`config.mk`:
```
export PLATFORM = sky130hd
export DESIGN_NAME = multi_port_gpio
export DESIGN_NICKNAME = d
export VERILOG_FILES = /design/src/verilog/gpio_pkg.sv /design/src/verilog/multi_port_gpio.sv
export VERILOG_INCLUDE_DIRS = /design/src /design/src/verilog
export SDC_FILE = /design/constraint.sdc
export NUM_CORES = 1
export LEC_CHECK = 0
export BUFFER_PORTS_ARGS = -buffer_cell sky130_fd_sc_hd__buf_2
export CAP_MARGIN = 10
export CORE_ASPECT_RATIO = 1.2
export CORE_UTILIZATION = 29
export CTS_BUF_LIST = sky130_fd_sc_hd__clkbuf_8 sky130_fd_sc_hd__clkbuf_16
export DETAILED_ROUTE_END_ITERATION = 7
export PLACE_DENSITY = 0.48
export SLEW_MARGIN = 0
export SYNTH_ARGS = -nofsm -noshare
export SYNTH_HDL_FRONTEND = slang
export SYNTH_SLANG_ARGS = --single-unit
```
`constraint.sdc`:
```
create_clock -name pclk -period 2.3 [get_ports pclk]
set_input_delay 0.23 -clock pclk [delete_from_list [all_inputs] [get_ports pclk]]
set_output_delay 0.23 -clock pclk [all_outputs]
set_load 0.005 [all_outputs]
```
`src/verilog/gpio_regs.svh`:
```
`ifndef GPIO_REGS_SVH
`define GPIO_REGS_SVH
// Register indices; the APB byte address is four times the index
`define IDX_FIRST_PORT 8'h06
`define IDX_OPTION 8'h81
`define IDX_FIRST_DIR 8'h86
`define IDX_THIRD_CTRL 8'h89
`define IDX_SECOND_PORT 8'h07
`define IDX_SECOND_DIR 8'h87
`define IDX_THIRD_PORT 8'h09
`define IDX_CHANGE_FLAGS 8'h0b
`define IDX_SLAVE_DATA 8'h08
// Field positions
`define OPT_PULLUP_DISABLE_N 7
`define OPT_EXT_EDGE 6
`define CTRL_IBF 7
`define CTRL_OBF 6
`define CTRL_INPUT_OVERFLOW 5
`define CTRL_SLAVE_SEL 4
// Reset values
`define RST_OPTION 8'hff
`define RST_FIRST_DIR 8'hff
`define RST_THIRD_DIR 3'h7
`define RST_BYTE 8'h00
`define RST_WORD 32'h0000_0000
`endif

```
`src/verilog/gpio_pkg.sv`:
```
package gpio_pkg;
  typedef logic [7:0] byte_t;
  typedef logic [2:0] trio_t;
  typedef enum logic [1:0] {
    ph_idle = 2'b00,
    ph_access = 2'b01
  } apb_phase_t;
endpackage

```
`src/verilog/multi_port_gpio.sv`:
```
`timescale 1ns/1ps
`include "gpio_regs.svh"
module multi_port_gpio
  import gpio_pkg::*;
(
  input wire logic pclk,
  input wire logic presetn,
  input wire logic clk_en,
  input wire logic psel,
  input wire logic penable,
  input wire logic pwrite,
  input wire logic [31:0] paddr,
  input wire logic [31:0] pwdata,
  input wire logic [3:0] pstrb,
  output logic [31:0] prdata,
  output logic pready,
  output logic pslverr,
  input wire gpio_pkg::byte_t first_port_in,
  output gpio_pkg::byte_t first_port_out,
  output gpio_pkg::byte_t first_port_oe,
  output gpio_pkg::byte_t first_port_pullup,
  output gpio_pkg::byte_t first_port_schmitt,
  input wire logic prog_mode,
  output logic ext_interrupt_edge,
  output logic change_flag,
  output logic prog_clock_pin,
  output logic prog_data_pin,
  input wire gpio_pkg::byte_t second_port_in,
  output gpio_pkg::byte_t second_port_out,
  output gpio_pkg::byte_t second_port_oe,
  input wire gpio_pkg::byte_t periph_select,
  input wire gpio_pkg::byte_t periph_force_out,
  input wire gpio_pkg::byte_t periph_out,
  output gpio_pkg::byte_t periph_in,
  input wire gpio_pkg::trio_t third_port_in,
  output gpio_pkg::trio_t third_port_out,
  output gpio_pkg::trio_t third_port_oe,
  output logic third_port_schmitt,
  input wire gpio_pkg::byte_t slave_bus_in,
  output gpio_pkg::byte_t slave_bus_out,
  output logic slave_bus_oe
);
  import gpio_pkg::*;

  byte_t first_latch_q;
  byte_t first_dir_q;
  byte_t option_q;
  byte_t second_latch_q;
  byte_t second_dir_q;
  trio_t third_latch_q;
  trio_t third_dir_q;
  logic slave_sel_q;
  logic ibf_q;
  logic obf_q;
  logic input_overflow_q;
  byte_t slave_in_q;
  byte_t slave_out_q;
  logic [3:0] change_last_q;
  logic change_q;
  logic [2:0] ctl_prev_q;
  apb_phase_t phase_q;

  logic wr_en;
  logic rd_en;
  logic [7:0] addr8;
  logic hit;
  logic [31:0] rdata_d;
  byte_t wbyte;
  byte_t third_ctrl_rd;
  logic [3:0] change_in;
  logic [3:0] change_mask;
  logic cs_act;
  logic wr_act;
  logic rd_act;
  logic slave_wr_end;
  logic slave_rd_end;
  byte_t second_oe_d;

  // APB decode, word aligned index, no wait states
  assign addr8 = paddr[9:2];
  assign wbyte = pwdata[7:0];
  assign wr_en = clk_en && psel && penable && pwrite && pstrb[0]
    && (phase_q == ph_access);
  assign rd_en = clk_en && psel && penable && !pwrite
    && (phase_q == ph_access);
  assign hit = (paddr[31:10] == 22'h0) && (paddr[1:0] == 2'h0) && (
    addr8 == `IDX_FIRST_PORT || addr8 == `IDX_OPTION ||
    addr8 == `IDX_FIRST_DIR || addr8 == `IDX_THIRD_CTRL ||
    addr8 == `IDX_SECOND_PORT || addr8 == `IDX_SECOND_DIR ||
    addr8 == `IDX_THIRD_PORT || addr8 == `IDX_CHANGE_FLAGS ||
    addr8 == `IDX_SLAVE_DATA);

  // Control register readback; bit 3 always zero
  assign third_ctrl_rd = {ibf_q, obf_q, input_overflow_q, slave_sel_q, 1'b0,
    third_dir_q};

  // Change detection on input pins 4 to 7
  assign change_in = first_port_in[7:4];
  assign change_mask = first_dir_q[7:4];
  // Slave port strobes, active low, sampled synchronously
  assign cs_act = slave_sel_q && !third_port_in[2];
  assign wr_act = cs_act && !third_port_in[1];
  assign rd_act = cs_act && !third_port_in[0];
  assign slave_wr_end = slave_sel_q && ctl_prev_q[1] && !(wr_act);
  assign slave_rd_end = slave_sel_q && ctl_prev_q[0] && !(rd_act);

  // Read mux
  always_comb begin
    rdata_d = `RST_WORD;
    case (addr8)
      `IDX_FIRST_PORT: rdata_d[7:0] = first_port_in;
      `IDX_OPTION: rdata_d[7:0] = option_q;
      `IDX_FIRST_DIR: rdata_d[7:0] = first_dir_q;
      `IDX_THIRD_CTRL: rdata_d[7:0] = third_ctrl_rd;
      `IDX_SECOND_PORT: rdata_d[7:0] = second_port_in;
      `IDX_SECOND_DIR: rdata_d[7:0] = second_dir_q;
      `IDX_THIRD_PORT: rdata_d[2:0] = third_port_in;
      `IDX_CHANGE_FLAGS: rdata_d[0] = change_q;
      `IDX_SLAVE_DATA: rdata_d[7:0] = slave_in_q;
      default: rdata_d = `RST_WORD;
    endcase
  end

  // APB phase tracker
  always_ff @(posedge pclk or negedge presetn) begin
    if (!presetn) begin
      phase_q <= ph_idle;
    end else if (clk_en) begin
      case (phase_q)
        ph_idle: phase_q <= (psel && !penable) ? ph_access : ph_idle;
        ph_access: phase_q <= ph_idle;
        default: phase_q <= ph_idle;
      endcase
    end
  end

  // APB answer registers
  always_ff @(posedge pclk or negedge presetn) begin
    if (!presetn) begin
      pready <= 1'b0;
      pslverr <= 1'b0;
      prdata <= `RST_WORD;
    end else if (clk_en) begin
      pready <= psel && !penable;
      pslverr <= psel && !penable && !hit;
      prdata <= (psel && !penable && !pwrite) ? rdata_d : `RST_WORD;
    end
  end

  // First port data latch: not reset, survives all resets
  always_ff @(posedge pclk) begin
    if (wr_en && hit && addr8 == `IDX_FIRST_PORT) begin
      first_latch_q <= wbyte;
    end
  end

  // Direction and option registers
  always_ff @(posedge pclk or negedge presetn) begin
    if (!presetn) begin
      first_dir_q <= `RST_FIRST_DIR;
      option_q <= `RST_OPTION;
      second_dir_q <= `RST_FIRST_DIR;
    end else if (wr_en && hit) begin
      if (addr8 == `IDX_FIRST_DIR) first_dir_q <= wbyte;
      if (addr8 == `IDX_OPTION) option_q <= wbyte;
      if (addr8 == `IDX_SECOND_DIR) second_dir_q <= wbyte;
    end
  end

  // Second and third data latches
  always_ff @(posedge pclk or negedge presetn) begin
    if (!presetn) begin
      second_latch_q <= `RST_BYTE;
      third_latch_q <= 3'h0;
    end else if (wr_en && hit) begin
      if (addr8 == `IDX_SECOND_PORT) second_latch_q <= wbyte;
      if (addr8 == `IDX_THIRD_PORT) third_latch_q <= wbyte[2:0];
    end
  end

  // Third port control: direction and slave port select
  always_ff @(posedge pclk or negedge presetn) begin
    if (!presetn) begin
      third_dir_q <= `RST_THIRD_DIR;
      slave_sel_q <= 1'b0;
    end else if (wr_en && hit && addr8 == `IDX_THIRD_CTRL) begin
      third_dir_q <= wbyte[2:0];
      slave_sel_q <= wbyte[`CTRL_SLAVE_SEL];
    end
  end

  // Slave port strobe history
  always_ff @(posedge pclk or negedge presetn) begin
    if (!presetn) begin
      ctl_prev_q <= 3'h0;
    end else if (clk_en) begin
      ctl_prev_q <= {cs_act, wr_act, rd_act};
    end
  end

  // Input buffer: word captured at end of external write
  always_ff @(posedge pclk or negedge presetn) begin
    if (!presetn) begin
      slave_in_q <= `RST_BYTE;
      ibf_q <= 1'b0;
    end else if (clk_en) begin
      if (slave_wr_end) begin
        slave_in_q <= slave_bus_in;
        ibf_q <= 1'b1;
      end else if (rd_en && hit && addr8 == `IDX_SLAVE_DATA) begin
        ibf_q <= 1'b0;
      end
    end
  end

  // Overflow flag: set wins over software clear
  always_ff @(posedge pclk or negedge presetn) begin
    if (!presetn) begin
      input_overflow_q <= 1'b0;
    end else if (clk_en) begin
      if (slave_wr_end && ibf_q) begin
        input_overflow_q <= 1'b1;
      end else if (wr_en && hit && addr8 == `IDX_THIRD_CTRL &&
                   !wbyte[`CTRL_INPUT_OVERFLOW]) begin
        input_overflow_q <= 1'b0;
      end
    end
  end

  // Output buffer: CPU write fills, external read empties
  always_ff @(posedge pclk or negedge presetn) begin
    if (!presetn) begin
      slave_out_q <= `RST_BYTE;
      obf_q <= 1'b0;
    end else if (clk_en) begin
      if (wr_en && hit && addr8 == `IDX_SLAVE_DATA) begin
        slave_out_q <= wbyte;
        obf_q <= 1'b1;
      end else if (slave_rd_end) begin
        obf_q <= 1'b0;
      end
    end
  end

  // Interrupt-on-change: latch on first-port read, flag sticks
  always_ff @(posedge pclk or negedge presetn) begin
    if (!presetn) begin
      change_last_q <= 4'h0;
      change_q <= 1'b0;
    end else if (clk_en) begin
      if (rd_en && hit && addr8 == `IDX_FIRST_PORT) begin
        change_last_q <= change_in;
      end
      if (|((change_in ^ change_last_q) & change_mask)) begin
        change_q <= 1'b1;
      end else if (wr_en && hit && addr8 == `IDX_CHANGE_FLAGS &&
                   wbyte[0]) begin
        change_q <= 1'b0;
      end
    end
  end

  // Second port: peripheral direction override gated by select
  always_comb begin
    second_oe_d = ~second_dir_q;
    for (int i = 0; i < 8; i++) begin
      if (periph_select[i]) begin
        second_oe_d[i] = periph_force_out[i];
      end
    end
  end

  // Pin drivers, all registered
  always_ff @(posedge pclk or negedge presetn) begin
    if (!presetn) begin
      first_port_out <= `RST_BYTE;
      first_port_oe <= `RST_BYTE;
      first_port_pullup <= `RST_BYTE;
      first_port_schmitt <= `RST_BYTE;
      ext_interrupt_edge <= 1'b1;
      change_flag <= 1'b0;
      prog_clock_pin <= 1'b0;
      prog_data_pin <= 1'b0;
      second_port_out <= `RST_BYTE;
      second_port_oe <= `RST_BYTE;
      periph_in <= `RST_BYTE;
      third_port_out <= 3'h0;
      third_port_oe <= 3'h0;
      third_port_schmitt <= 1'b1;
      slave_bus_out <= `RST_BYTE;
      slave_bus_oe <= 1'b0;
    end else if (clk_en) begin
      first_port_out <= first_latch_q;
      first_port_oe <= ~first_dir_q;
      first_port_pullup <= option_q[`OPT_PULLUP_DISABLE_N] ?
        `RST_BYTE : first_dir_q;
      first_port_schmitt <= {prog_mode, prog_mode, 5'h00,
        ext_interrupt_edge_use()};
      ext_interrupt_edge <= option_q[`OPT_EXT_EDGE];
      change_flag <= change_q;
      prog_clock_pin <= first_port_in[6];
      prog_data_pin <= first_port_in[7];
      for (int i = 0; i < 8; i++) begin
        second_port_out[i] <= periph_select[i] ? periph_out[i]
          : second_latch_q[i];
      end
      second_port_oe <= second_oe_d;
      periph_in <= second_port_in;
      third_port_out <= third_latch_q;
      third_port_oe <= slave_sel_q ? 3'h0 : ~third_dir_q;
      third_port_schmitt <= !slave_sel_q;
      slave_bus_out <= slave_out_q;
      slave_bus_oe <= rd_act;
    end
  end

  // Bit 0 runs as interrupt input while it is configured as input
  function automatic logic ext_interrupt_edge_use();
    return first_dir_q[0];
  endfunction
endmodule

```
* Word-level counts from Yosys, hierarchy flattened
Cells that the tools add are included.
Cells by class: $add $sub $neg 0, reductions and logical operators 68, shifts and indexed selects 0, bitwise logic cells 5, mux-type cells 32, multipliers 0, $lt $le $gt $ge 0, equality and inequality tests 10, div/mod/pow operators 0
Operator list (count):
- $pmux 5 s7 | 1
- $eq 8x8->1 const B | 4
- $logic_and 1x1->1 | 30
- $mux 1 | 26
- $eq 8x4->1 const B | 3
- $reduce_and 2->1 | 12
- $logic_not 22->1 | 1
- $eq 8x3->1 const B | 2
- $mux 8 | 2
- $not 8->8 | 2
- $pmux 2 s8 | 1
- $logic_not 1->1 | 10
- $pmux 1 s9 | 1
- $logic_or 1x1->1 | 8
- $reduce_bool 2->1 | 4
- $and 4x4->4 | 1
- $logic_not 2->1 | 2
- $reduce_or 4->1 | 1
- $xor 4x4->4 | 1
- $mux 3 | 1
- $not 3->3 | 1
- $eq 2x1->1 const B | 1
Word-level totals: memory bits (read-only) 0, input bits 126, logic and storage cells 151, flip-flop bits (word level) 179, output and inout bits 110, RAM bits 0, latch bits 0, memories kept 0

* Depth between registers and ports, before layout
Gate-level depths: netlist of run 1.
depth after elaboration 15, gate-level depth with buffers 8, depth with buffers taken out 5

* Least setup slack after synthesis of run 1
OpenSTA, ideal clock, no wires.
kind input to register, start in paddr[3], end reg first_latch_q[0], enable pin, arrival 1958 ps, path slack -41 ps, path buffers 1, data required time 1917 ps, library setup time 383 ps, stages 5, cell sequence buf_4 > nor4b_4 > o41ai_4 > or4_1 > nor3_1
On the way: cells in the longest elaborated chain, start to end 12, elaborated cells on any way between the ends 20, those cells by class eq/ne: 9; reduce/logical: 11
RTL lines:
- from (decl) | line multi_port_gpio.sv:12 | input wire logic [31:0] paddr,
- $eq 8x3->1 / $eq 8x8->1 (equally long branches)
- $logic_or 1x1->1 (no line) (8 in a row)
- $logic_and 1x1->1 | line multi_port_gpio.sv:86 | assign hit = (paddr[31:10] == 22'h0) && (paddr[1:0] == 2'h0) && (
- $logic_and 1x1->1 | line multi_port_gpio.sv:152 | if (wr_en && hit && addr8 == `IDX_FIRST_PORT) begin
- $logic_and 1x1->1 (no line) *
- to (signal assigned) | line multi_port_gpio.sv:153 | first_latch_q <= wbyte;
- to (decl) | line multi_port_gpio.sv:45 | byte_t first_latch_q;
Every way passes the cells marked *; elsewhere a longest branch is shown, timed or not. A chain may end at the register's enable or synchronous reset.

* Worst setup path in the final report of run 1
start reg phase_q[0], end reg first_latch_q[0], enable pin
On the way: cells in the longest elaborated chain, start to end 4
RTL lines:
- from (decl) | line multi_port_gpio.sv:61 | apb_phase_t phase_q;
- from (signal assigned) | line multi_port_gpio.sv:127 | phase_q <= ph_idle;
- from (signal assigned) | line multi_port_gpio.sv:130 | ph_idle: phase_q <= (psel && !penable) ? ph_access : ph_idle;
- from (signal assigned) | line multi_port_gpio.sv:131 | ph_access: phase_q <= ph_idle;
- $eq 2x1->1 | line multi_port_gpio.sv:83 | && (phase_q == ph_access);
- $logic_and 1x1->1 | line multi_port_gpio.sv:83
- $logic_and 1x1->1 | line multi_port_gpio.sv:152
- $logic_and 1x1->1 (no line)
Every way passes these cells.

==> qor.csv, run 1 <==
stage;metric;value;unit
status;status;complete, no violations;
floorplanning;core;23400;sq um
global_routing;grt_max_degree;91;
floorplanning;rows;61;
power;p_total;6.11;mW
timing;rsz0062_at_grt;no;
critical_path;crit_buf_inv;1;
place;place_area;8280;sq um
critical_path;cp-start-kind;flip-flop;
critical_path;cp_top_family;simple AND/OR/NAND/NOR gates;
global_routing;track_usage;0.176;
floorplanning;fp.dieH;172;um
floorplanning;design.die.area;24700;sq um
timing;fin_crit_sh;0.820;
finish;finalInstanceArea;8870;sq um
place;dpl.cell_count;1042;
clocking;cts_buffers;17;
finish;fin_cells;1075;
synth;ys_top_cells_by_area;dfrtp_1, mux2_2, dfstp_2, buf_4, edfxtp_1;
place;dp_hpwl;15.7;mm
finish;drive_gt1_frac;0.487;
critical_path;cpMaxStageDelayCell;or4_1;
timing;setup_violations;0;
finish;fill_cells;2342;
synth;syn_area;6980;sq um
synth;syn_avg_cell_area;12.6;sq um
drt;routed_wl;21.1;mm
clocking;clock_latency;0.42;ns
synth;postSynthCellCount;552;
critical_path;worstSetupPathType;flip-flop to flip-flop;
clocking;root_buffer;clkbuf_16;
floorplanning;start_util;0.298;
power;leakage;4.24;nW
critical_path;cp_max_fo;8;
global_routing;grt-ovfl-total;0;
finish;area_delta_synth_final;27.1;%
timing;hold_viol;0;
timing;min_period;1.89;ns
place;place_congestion;0.807;
finish;num-nets-final;873;
synth;ys_seq_elements;153;
power;ir_worst_vdd;0.000473;V
global_routing;grt_pass1_wl;31.1;mm
clocking;htreeDepth;4;
synth;yosysTopAreaCell;dfrtp_1;
place;io_buffers;179;
drt;post-route-drc-count;0;
critical_path;path_cells;and4_1, nand3_1, or4_1, nor3_2, buf_4;
clocking;clk_pin_slew_worst_paths;0.07;ns
synth;synth_top_area_frac;0.416;
synth;ys.flop_type;dfrtp_1;
power;power_density;689;nW/um^2
synth;yosysSeqAreaShare;0.559;
worst_hold_path;hold_path.class;primary input to flip-flop;
synth;synthDistinctLibCells;56;
drt;via_per_inst;4.68;
drt;drtIter0Drc;240;
timing;final_max_slew_viol_count;0;
critical_path;max_stage_delay;0.49;ns
global_routing;grt_pass1_vias;5150;
drt;wire_per_inst;19.6;um
clocking;cts_sinks;153;
timing;whs;0.0262;ns
drt;final_antenna_net_count;0;
drt;dr_total_vias;5035;
floorplanning;dieWidth;144;um
clocking;clk_path_buf_depth;2;
floorplanning;io_pins;236;
timing;fin_worst_skew;0.00765;ns
global_routing;antenna_found_initial;0;
critical_path;cp-end-kind;flip-flop;
critical_path;cp.required;2.43;ns
critical_path;crit_arrival;2.02;ns
timing;finalSetupTns;0;ns
clocking;post_cts_resized;0;
timing;fmax;530;MHz
synth;synth_edf_count;8;
synth;async_flop_share;0.948;
clocking;cts_tree;yes;
synth;yosysWarnings;0;
job;maxCapViolCount;0;
drt;first_pass_iters;4;
finish;antennaDiodeCount;0;
[where the power goes]
group / switching, mW / internal, mW
Clock: 1.24 / 1.54
Sequential: 0.0386 / 2.78
Combinational: 0.292 / 0.215
Total: 1.57 / 4.54
[cell families after synthesis]
logic type | Yosys count | share of synthesized area
AO/OA/AOI/OAI | 93 | 0.0918
XOR/XNOR | 4 | 0.00502
buffers and inverters | 73 | 0.0591
flip-flops | 153 | 0.559
multiplexers | 117 | 0.191
other | 1 | 0.000537
AND/OR/NAND/NOR | 111 | 0.0934
[layout make-up]
class / count / area (sq um) / share of cell area
repair buffers: 206 / 1160 / 0.131
multi-input cells: 354 / 2770 / 0.313
clock buffers: 17 / 425 / 0.0480
clock inverters: 15 / 158 / 0.0178
flip-flops and latches: 153 / 3910 / 0.440
well taps: 315 / 394 / 0.0444
inverters: 15 / 56.3 / 0.00635
[cell usage in the layout (no fill, tap or decap), types with 5 or more instances in the layout]
master	instances
mux2i_1	22
mux2_4	8
dfrtp_1	116
a21oi_1	27
mux2_2	86
o21ai_0	20
nor2_1	34
clkinv_4	5
nand3_1	5
inv_1	15
nand3b_1	14
and3_1	5
edfxtp_1	8
conb_1	29
dfstp_2	29
nand2_1	20
o2bb2ai_1	11
buf_2	177
nor4_1	6
buf_4	23
clkbuf_16	17
a211oi_1	5
o31ai_1	7
[cells in the mapped netlist (all sizes together), types with 5 or more instances]
cell,n
edfxtp,8
o2bb2ai,11
nor2,34
nand3,5
mux2i,22
nand3b,14
and3,5
mux2,94
dfstp,29
a21oi,27
buf,39
o21ai,20
clkbuf,19
a211oi,5
nor4,7
inv,15
dfrtp,116
o31ai,7
nand2,23
[worst paths after layout]
check                                 start            endpoint  slack (ns)  cells past startpoint
max                              phase_q[0]    first_latch_q[0]        0.41                      5
min                        third_port_in[1]       ctl_prev_q[1]        0.03                      2
max reg2reg                      phase_q[0]    first_latch_q[0]        0.41                      5
min reg2reg                      phase_q[0]          phase_q[0]        0.47                      1
max in group asynchronous           presetn  third_port_schmitt        1.28                      3
min in group asynchronous           presetn         change_flag        0.31                      2
[through the flow]
step           worst slack [ns]   util
4_1_cts                   0.357  0.379
3_3_place_gp            -0.0752  0.353
3_5_place_dp            -0.0180  0.353
2_1_floorplan             0.150      -
6_report                  0.414  0.379
5_1_grt                   0.330  0.379
[per-layer routing]
| layer | part of all wire | vias up | global-route usage |
|---|---|---|---|
| li1 | - | 2335 | - |
| met1 | 0.43 | 2524 | 0.216 |
| met2 | 0.51 | 159 | 0.309 |
| met3 | 0.041 | 17 | 0.0368 |
| met4 | 0.017 | 0 | 0.0518 |
| met5 | 0 | - | 0 |
[repair_timing]
item	in CTS	in global routing
endpoints found under the hold margin	34	0
hold buffers	1	0
setup endpoints to repair	0	0
buffers inserted	0	0
Power figures use the tool's default switching activity.
==> run 2, diff against run 1 <==
--- a/config.mk
+++ b/config.mk
@@ -6,13 +6,14 @@
 export SDC_FILE = /design/constraint.sdc
 export NUM_CORES = 1
 export LEC_CHECK = 0
+export ABC_AREA = 1
 export BUFFER_PORTS_ARGS = -buffer_cell sky130_fd_sc_hd__buf_2
 export CAP_MARGIN = 10
 export CORE_ASPECT_RATIO = 1.2
 export CORE_UTILIZATION = 29
 export CTS_BUF_LIST = sky130_fd_sc_hd__clkbuf_8 sky130_fd_sc_hd__clkbuf_16
 export DETAILED_ROUTE_END_ITERATION = 7
-export PLACE_DENSITY = 0.48
+export PLACE_DENSITY = 0.5
 export SLEW_MARGIN = 0
 export SYNTH_ARGS = -nofsm -noshare
 export SYNTH_HDL_FRONTEND = slang
==> constraint.sdc (replaced) <==
create_clock -name pclk -period 1.6 [get_ports pclk]
set_input_delay 0.16 -clock pclk [delete_from_list [all_inputs] [get_ports pclk]]
set_output_delay 0.16 -clock pclk [all_outputs]
set_load 0.005 [all_outputs]
==> run 2 against run 1 <==
  * First-iteration DRC count increased by 25%
  * Final cell count increased by 29%
  * Core utilization increased by 2.9 points
  * Sequential power increased by 47%
  * Register-to-register slack got worse by 0.29 ns
  * Maximum frequency increased by 27%
  * Routed wire length decreased by 1.9%
  * Worst hold slack got worse by 0.0090 ns
==> qor.csv, run 2 <==
stage;metric;value;unit;change
status;status;complete, no violations;;unchanged
synth;yosysSeqAreaShare;0.567;;was 0.559
timing;min_period;1.48;ns;was 1.89 ns
synth;synth_top_area_frac;0.421;;was 0.416
global_routing;grt_pass1_vias;5789;;was 5150
critical_path;cpMaxStageDelayCell;dlygate4sd3_1;;was or4_1
place;dpl.cell_count;1312;;was 1042
finish;final_common_cell;nand2_1;;was buf_2
synth;yosysTopAreaCell;dfrtp_1;;unchanged
clocking;postCtsSetupRepairBufs;0;;unchanged
timing;setup_violations;0;;unchanged
drt;via_per_inst;4.38;;was 4.68
critical_path;cp.required;1.91;ns;was 2.43 ns
finish;area_delta_synth_final;37.7;%;was 27.1%
synth;synth_top_cells_by_count;nand2_1, dfrtp_1, o21ai_0;;was dfrtp_1, mux2_2, nor2_1
place;place_area;8510;sq um;was 8280 sq um
finish;fin_cells;1382;;was 1075
critical_path;cp_max_fo;2;;was 8
floorplanning;io_pins;236;;unchanged
critical_path;crit_buf_inv;1;;unchanged
synth;synthDistinctLibCells;33;;was 56
synth;synth_edf_count;8;;unchanged
job;maxCapViolCount;0;;unchanged
clocking;clk_pin_slew_worst_paths;0.06;ns;was 0.07 ns
drt;routed_wl;20.7;mm;was 21.1 mm
timing;whs;0.0172;ns;was 0.0262 ns
synth;syn_avg_cell_area;8.59;sq um;was 12.6 sq um
synth;syn_area;6890;sq um;was 6980 sq um
timing;final_max_slew_viol_count;0;;unchanged
critical_path;crit_arrival;1.79;ns;was 2.02 ns
critical_path;cp_top_family;buffers and inverters;;was simple AND/OR/NAND/NOR gates
clocking;cts_buffers;17;;unchanged
finish;antennaDiodeCount;0;;unchanged
clocking;htreeDepth;4;;unchanged
finish;finalInstanceArea;9490;sq um;was 8870 sq um
clocking;clock_latency;0.42;ns;about the same
timing;worst_slack;0.120;ns;was 0.414 ns
power;seq_power_share;0.456;;was 0.462
global_routing;track_usage;0.177;;was 0.176
worst_hold_path;hold_path.class;primary input to flip-flop;;unchanged
floorplanning;dieWidth;143;um;was 144 um
power;internal_power;6.94;mW;was 4.54 mW
finish;multi_input_area;2560;sq um;was 2770 sq um
finish;drive_gt1_frac;0.293;;was 0.487
global_routing;antenna_found_initial;0;;unchanged
drt;wire_per_inst;15.0;um;was 19.6 um
timing;finalSetupTns;0;ns;unchanged
finish;fill_cells;2431;;was 2342
synth;async_flop_share;0.948;;unchanged
power;ir_worst_vdd;0.000647;V;was 0.000473 V
drt;post-route-drc-count;0;;unchanged
floorplanning;start_util;0.296;;was 0.298
synth;yosysWarnings;0;;unchanged
clocking;root_buffer;clkbuf_16;;unchanged
drt;drtIter0Drc;299;;was 240
clocking;clk_path_buf_depth;2;;unchanged
power;switching_power;2.13;mW;was 1.57 mW
global_routing;grt_pass1_wl;32.0;mm;was 31.1 mm
timing;fmax;676;MHz;was 530 MHz
finish;num-nets-final;1180;;was 873
finish;postLayoutCoreUtil;0.408;;was 0.379
power;leakage;4.94;nW;was 4.24 nW
timing;fin_worst_skew;0.0135;ns;was 0.00765 ns
synth;ys_seq_elements;153;;unchanged
place;io_buffers;179;;unchanged
clocking;cts_tree;yes;;unchanged
timing;rsz0062_at_grt;no;;unchanged
drt;final_antenna_net_count;0;;unchanged
clocking;cts_sinks;153;;unchanged
place;place_congestion;0.872;;was 0.807
critical_path;worstSetupPathType;flip-flop to flip-flop;;unchanged
floorplanning;rows;61;;unchanged
power;power_density;956;nW/um^2;was 689 nW/um^2
power;p_total;9.08;mW;was 6.11 mW
global_routing;grt_max_degree;44;;was 91
synth;ys.flop_type;dfrtp_1;;unchanged
synth;ys_top_cells_by_area;dfrtp_1, nand2_1, dfstp_2, o21ai_0, buf_4;;was dfrtp_1, mux2_2, dfstp_2, buf_4, edfxtp_1
finish;mostFrequentLayoutCells;nand2_1, buf_2, dfrtp_1, o21ai_0, inv_1;;was buf_2, dfrtp_1, mux2_2, nor2_1
synth;yosysMostFrequentCell;nand2_1;;was dfrtp_1
floorplanning;design.die.area;24400;sq um;was 24700 sq um
place;dp_hpwl;15.3;mm;was 15.7 mm
synth;postSynthCellCount;802;;was 552
timing;hold_viol;0;;unchanged
floorplanning;core;23300;sq um;was 23400 sq um
place;place_ws;-0.178;ns;was -0.0180 ns
critical_path;max_stage_delay;0.57;ns;was 0.49 ns
timing;fin_crit_sh;0.925;;was 0.820
drt;first_pass_iters;7;;was 4
power;p_clk_frac;0.448;;was 0.455
drt;dr_total_vias;6049;;was 5035
critical_path;path_cells;o21ai_0, a21oi_1, dlygate4sd3_1, nor2_1;;was and4_1, nand3_1, or4_1, nor3_2, buf_4
critical_path;cp-start-kind;flip-flop;;unchanged
global_routing;grt-ovfl-total;0;;unchanged
finish;ff_latch_area;3910;sq um;unchanged
power;comb_power_share;0.096;;was 0.083
power;netSwitchingFraction;0.235;;was 0.258
critical_path;cp-end-kind;flip-flop;;unchanged
floorplanning;fp.dieH;171;um;was 172 um
==> run 2: cell types whose count changed after synthesis, moves of 14 or more <==
cell,before,now
mux2i_1,22,0
nand3_1,5,22
nor2_1,34,68
nand2_1,20,236
inv_1,15,71
o21ai_0,20,100
mux2_2,86,0
nand3b_1,14,0
==> run 2: path summary, 6_finish.rpt <==
check	cells past startpoint	start	end	slack, ns
max in group asynchronous	3	presetn	second_dir_q[4]	0.77
max	4	second_dir_q[6]	second_port_oe[6]	0.12
max reg2reg	4	second_dir_q[6]	second_port_oe[6]	0.12
min in group asynchronous	2	presetn	prdata[7]	0.21
min	3	periph_select[6]	second_port_out[6]	0.02
min reg2reg	2	first_latch_q[4]	first_port_out[4]	0.44
==> run 2: kinds of logic after synthesis <==
family	after synthesis	synth area share
AO/OA/AOI/OAI	165	0.127
XOR/XNOR	1	0.00127
buffers and inverters	128	0.0895
flip-flops	153	0.567
other	1	0.000544
AND/OR/NAND/NOR	354	0.215
==> run 2: worst register-to-register path: cells and delay by family (launching register included) <==
family | cells | cell delay [ns]
AOI/OAI and AO/OA | 2 | 0.23
buffers and inverters | 1 | 0.57
DFF | 1 | 0.54
and+or+nand+nor | 1 | 0.04
==> run 2: timing repair <==
item,4_1_cts,5_1_grt
gates resized for setup,0,2
hold endpoints to repair,123,0
setup endpoints to repair,0,3
hold buffers,38,0
==> run 2: power groups by stage <==
stage	clock, mW	sequential, mW	combinational [mW]
after floorplan	0	4.22	0.354
after global placement	0	4.21	0.812
after detailed placement	0	4.21	0.815
after CTS	4.17	4.14	0.889
after global routing	4.34	4.16	0.991
final	4.06	4.14	0.871
==> run 2: cell type report <==
cell class | instances | area share
clock buffer | 19 | 0.0477
clock inverter | 13 | 0.0149
inverter | 73 | 0.0316
multi-input combinational | 549 | 0.270
sequential | 153 | 0.411
tap | 315 | 0.0415
timing repair buffer | 260 | 0.183
==> run 2: per-layer routing <==
| layer | vias up | GRT usage | wire (um) |
|---|---|---|---|
| li1 | 3017 | - | - |
| met1 | 2795 | 0.234 | 9560 |
| met2 | 206 | 0.285 | 9770 |
| met3 | 31 | 0.0297 | 754 |
| met4 | 0 | 0.0799 | 573 |
| met5 | - | 0 | 0 |
==> run 3, diff against run 2 <==
--- a/config.mk
+++ b/config.mk
@@ -11,7 +11,6 @@
 export CAP_MARGIN = 10
 export CORE_ASPECT_RATIO = 1.2
 export CORE_UTILIZATION = 29
-export CTS_BUF_LIST = sky130_fd_sc_hd__clkbuf_8 sky130_fd_sc_hd__clkbuf_16
 export DETAILED_ROUTE_END_ITERATION = 7
 export PLACE_DENSITY = 0.5
 export SLEW_MARGIN = 0
==> run 3 against run 2 <==
  * Core utilization stayed put
  * Clock skew hardly changed
  * Sequential power hardly changed
  * Critical path depth stayed put
  * Routed wire length is 0.21% lower
  * Die area stayed put
  * Via count is 0.23% higher
  * Clock-buffer cell count is 7 higher
  * Non-clock buffer count stayed put
  * Clock power is 1% higher
  * Highest routed layer unchanged
==> qor.csv, run 3 (synthesized netlist as in run 2, its figures left out) <==
stage;metric;value;unit;change
status;status;complete, no violations;;unchanged
place;io_buffers;179;;unchanged
floorplanning;fp.dieH;171;um;unchanged
critical_path;cp.required;1.92;ns;was 1.91 ns
timing;rsz0062_at_grt;no;;unchanged
critical_path;cp_top_family;buffers and inverters;;unchanged
power;comb_power_share;0.095;;was 0.096
clocking;clock_latency;0.42;ns;about the same
timing;hold_viol;0;;unchanged
place;dp_hpwl;15.3;mm;unchanged
worst_hold_path;whs_endpoint;second_port_out[6];;unchanged
critical_path;cp-end-kind;flip-flop;;unchanged
global_routing;grt-busiest-layer;met2;;unchanged
finish;mostFrequentLayoutCells;nand2_1, buf_2, dfrtp_1, o21ai_0;;was nand2_1, buf_2, dfrtp_1, o21ai_0, inv_1
timing;fin_worst_skew;0.0133;ns;was 0.0135 ns
timing;fmax;671;MHz;was 676 MHz
finish;num-nets-final;1180;;unchanged
timing;whs;0.0160;ns;was 0.0172 ns
clocking;cts_sinks;153;;unchanged
critical_path;crit_buf_inv;1;;unchanged
place;place_area;8510;sq um;unchanged
critical_path;path_cells;o21ai_0, a21oi_1, dlygate4sd3_1, nor2_1;;unchanged
power;internal_power;6.99;mW;was 6.94 mW
timing;min_period;1.49;ns;was 1.48 ns
place;place_ws;-0.178;ns;unchanged
floorplanning;dieWidth;143;um;unchanged
power;leakage;4.91;nW;was 4.94 nW
critical_path;cp-start-kind;flip-flop;;unchanged
timing;fin_crit_sh;0.932;;was 0.925
critical_path;cp_max_fo;2;;unchanged
worst_hold_path;hold_path.class;primary input to flip-flop;;unchanged
global_routing;grt-ovfl-total;0;;unchanged
place;dpl.cell_count;1312;;unchanged
timing;finalSetupTns;0;ns;unchanged
worst_hold_path;worstHoldStart;periph_select[6];;unchanged
worst_hold_path;min_delay_path_depth;3;;unchanged
timing;final_max_slew_viol_count;0;;unchanged
critical_path;r2r-start;second_dir_q[6];;unchanged
clocking;root_buffer;clkbuf_16;;unchanged
timing;worst_slack;0.109;ns;was 0.120 ns
floorplanning;design.die.area;24400;sq um;unchanged
critical_path;reg2regPathDepth;4;;unchanged
power;switching_power;2.13;mW;about the same
global_routing;antenna_found_initial;0;;unchanged
drt;wire_per_inst;14.9;um;was 15.0 um
critical_path;r2r_slack;0.11;ns;was 0.12 ns
power;p_clk_frac;0.450;;was 0.448
finish;fin_cells;1382;;unchanged
finish;antennaDiodeCount;0;;unchanged
drt;first_pass_iters;5;;was 7
clocking;cts_buffers;17;;unchanged
global_routing;track_usage;0.177;;unchanged
timing;setup_violations;0;;unchanged
clocking;postCtsSetupRepairBufs;0;;unchanged
clocking;clk_pin_slew_worst_paths;0.06;ns;about the same
power;ir_worst_vdd;0.000650;V;was 0.000647 V
drt;via_per_inst;4.39;;was 4.38
floorplanning;rows;61;;unchanged
finish;final_common_cell;nand2_1;;unchanged
global_routing;grt_max_degree;44;;unchanged
global_routing;gr-usage-met2;0.285;;unchanged
floorplanning;core;23300;sq um;unchanged
critical_path;cpMaxStageDelayCell;dlygate4sd3_1;;unchanged
drt;drtIter0Drc;298;;was 299
clocking;cts_tree;yes;;unchanged
floorplanning;io_pins;236;;unchanged
place;place_congestion;0.872;;unchanged
clocking;clk_path_buf_depth;2;;unchanged
power;power_density;961;nW/um^2;was 956 nW/um^2
drt;routed_wl;20.6;mm;was 20.7 mm
global_routing;global_route.usage.met1;0.234;;unchanged
finish;area_delta_synth_final;37.7;%;unchanged
clocking;htreeDepth;4;;unchanged
drt;final_antenna_net_count;0;;unchanged
critical_path;worstSetupPathType;flip-flop to flip-flop;;unchanged
power;netSwitchingFraction;0.234;;was 0.235
critical_path;max_stage_delay;0.57;ns;about the same
global_routing;grt_pass1_vias;5789;;unchanged
drt;dr_total_vias;6063;;was 6049
finish;drive_gt1_frac;0.293;;unchanged
critical_path;regToRegEndpoint;second_port_oe[6];;unchanged
global_routing;grt_pass1_wl;32.0;mm;unchanged
job;maxCapViolCount;0;;unchanged
power;seq_power_share;0.454;;was 0.456
floorplanning;start_util;0.296;;unchanged
global_routing;grt_use_met3;0.0297;;unchanged
finish;finalInstanceArea;9490;sq um;unchanged
critical_path;crit_arrival;1.81;ns;was 1.79 ns
drt;post-route-drc-count;0;;unchanged
==> run 3: final cells by class <==
| cell class | count | area (sq um) |
|---|---|---|
| fillers | 2431 | 13800 |
| flip-flops and latches | 153 | 3910 |
| multi-input cells | 549 | 2560 |
| repair buffers | 260 | 1740 |
| clock buffers | 26 | 479 |
| well taps | 315 | 394 |
| inverters | 73 | 300 |
| clock inverters | 6 | 115 |
==> run 3: power by group through the flow <==
stage | Sequential (mW) | Combinational, mW | Clock (mW)
floorplan | 4.22 | 0.354 | 0
global placement | 4.21 | 0.812 | 0
detailed placement | 4.21 | 0.815 | 0
CTS | 4.14 | 0.889 | 4.21
global route | 4.16 | 0.991 | 4.38
finish | 4.14 | 0.871 | 4.11
==> run 3: per-stage QoR <==
stage | util | power, mW
global placement | 0.366 | 5.02
finish | 0.408 | 9.12
detailed placement | 0.366 | 5.03
global route | 0.408 | 9.53
CTS | 0.407 | 9.24
floorplan | - | 4.57
==> run 3: how the worst max path moves through the flow <==
stage,from,slack [ns],end,cells after the start
global route,second_dir_q[6],0.04,second_port_oe[6],4
finish,second_dir_q[6],0.11,second_port_oe[6],4
CTS,clk_en,0.1,second_port_oe[6],7
floorplan,paddr[7],-0.09,first_latch_q[0],10
detailed placement,paddr[7],-0.18,slave_sel_q,12
global placement,paddr[7],-0.13,slave_sel_q,12
==> run 3: repair_timing <==
| item | in CTS | in global routing |
|---|---|---|
| hold buffers | 38 | 0 |
| endpoints found under the setup margin | 0 | 3 |
| hold endpoints to repair | 123 | 0 |
| resized for setup | 0 | 2 |
==> run 3: per-layer routing <==
metal  share of wire  vias up
met5               0        -
met4           0.027        0
met3           0.036       30
met2            0.48      206
met1            0.46     2811
li1                -     3016
==> run 3: tightest hold or removal path: cells and delay by family <==
family	cells	cell delay (ns)
AND/OR/NAND/NOR	1	0.07
AO/OA/AOI/OAI	1	0.06
buffers and inverters	1	0.10
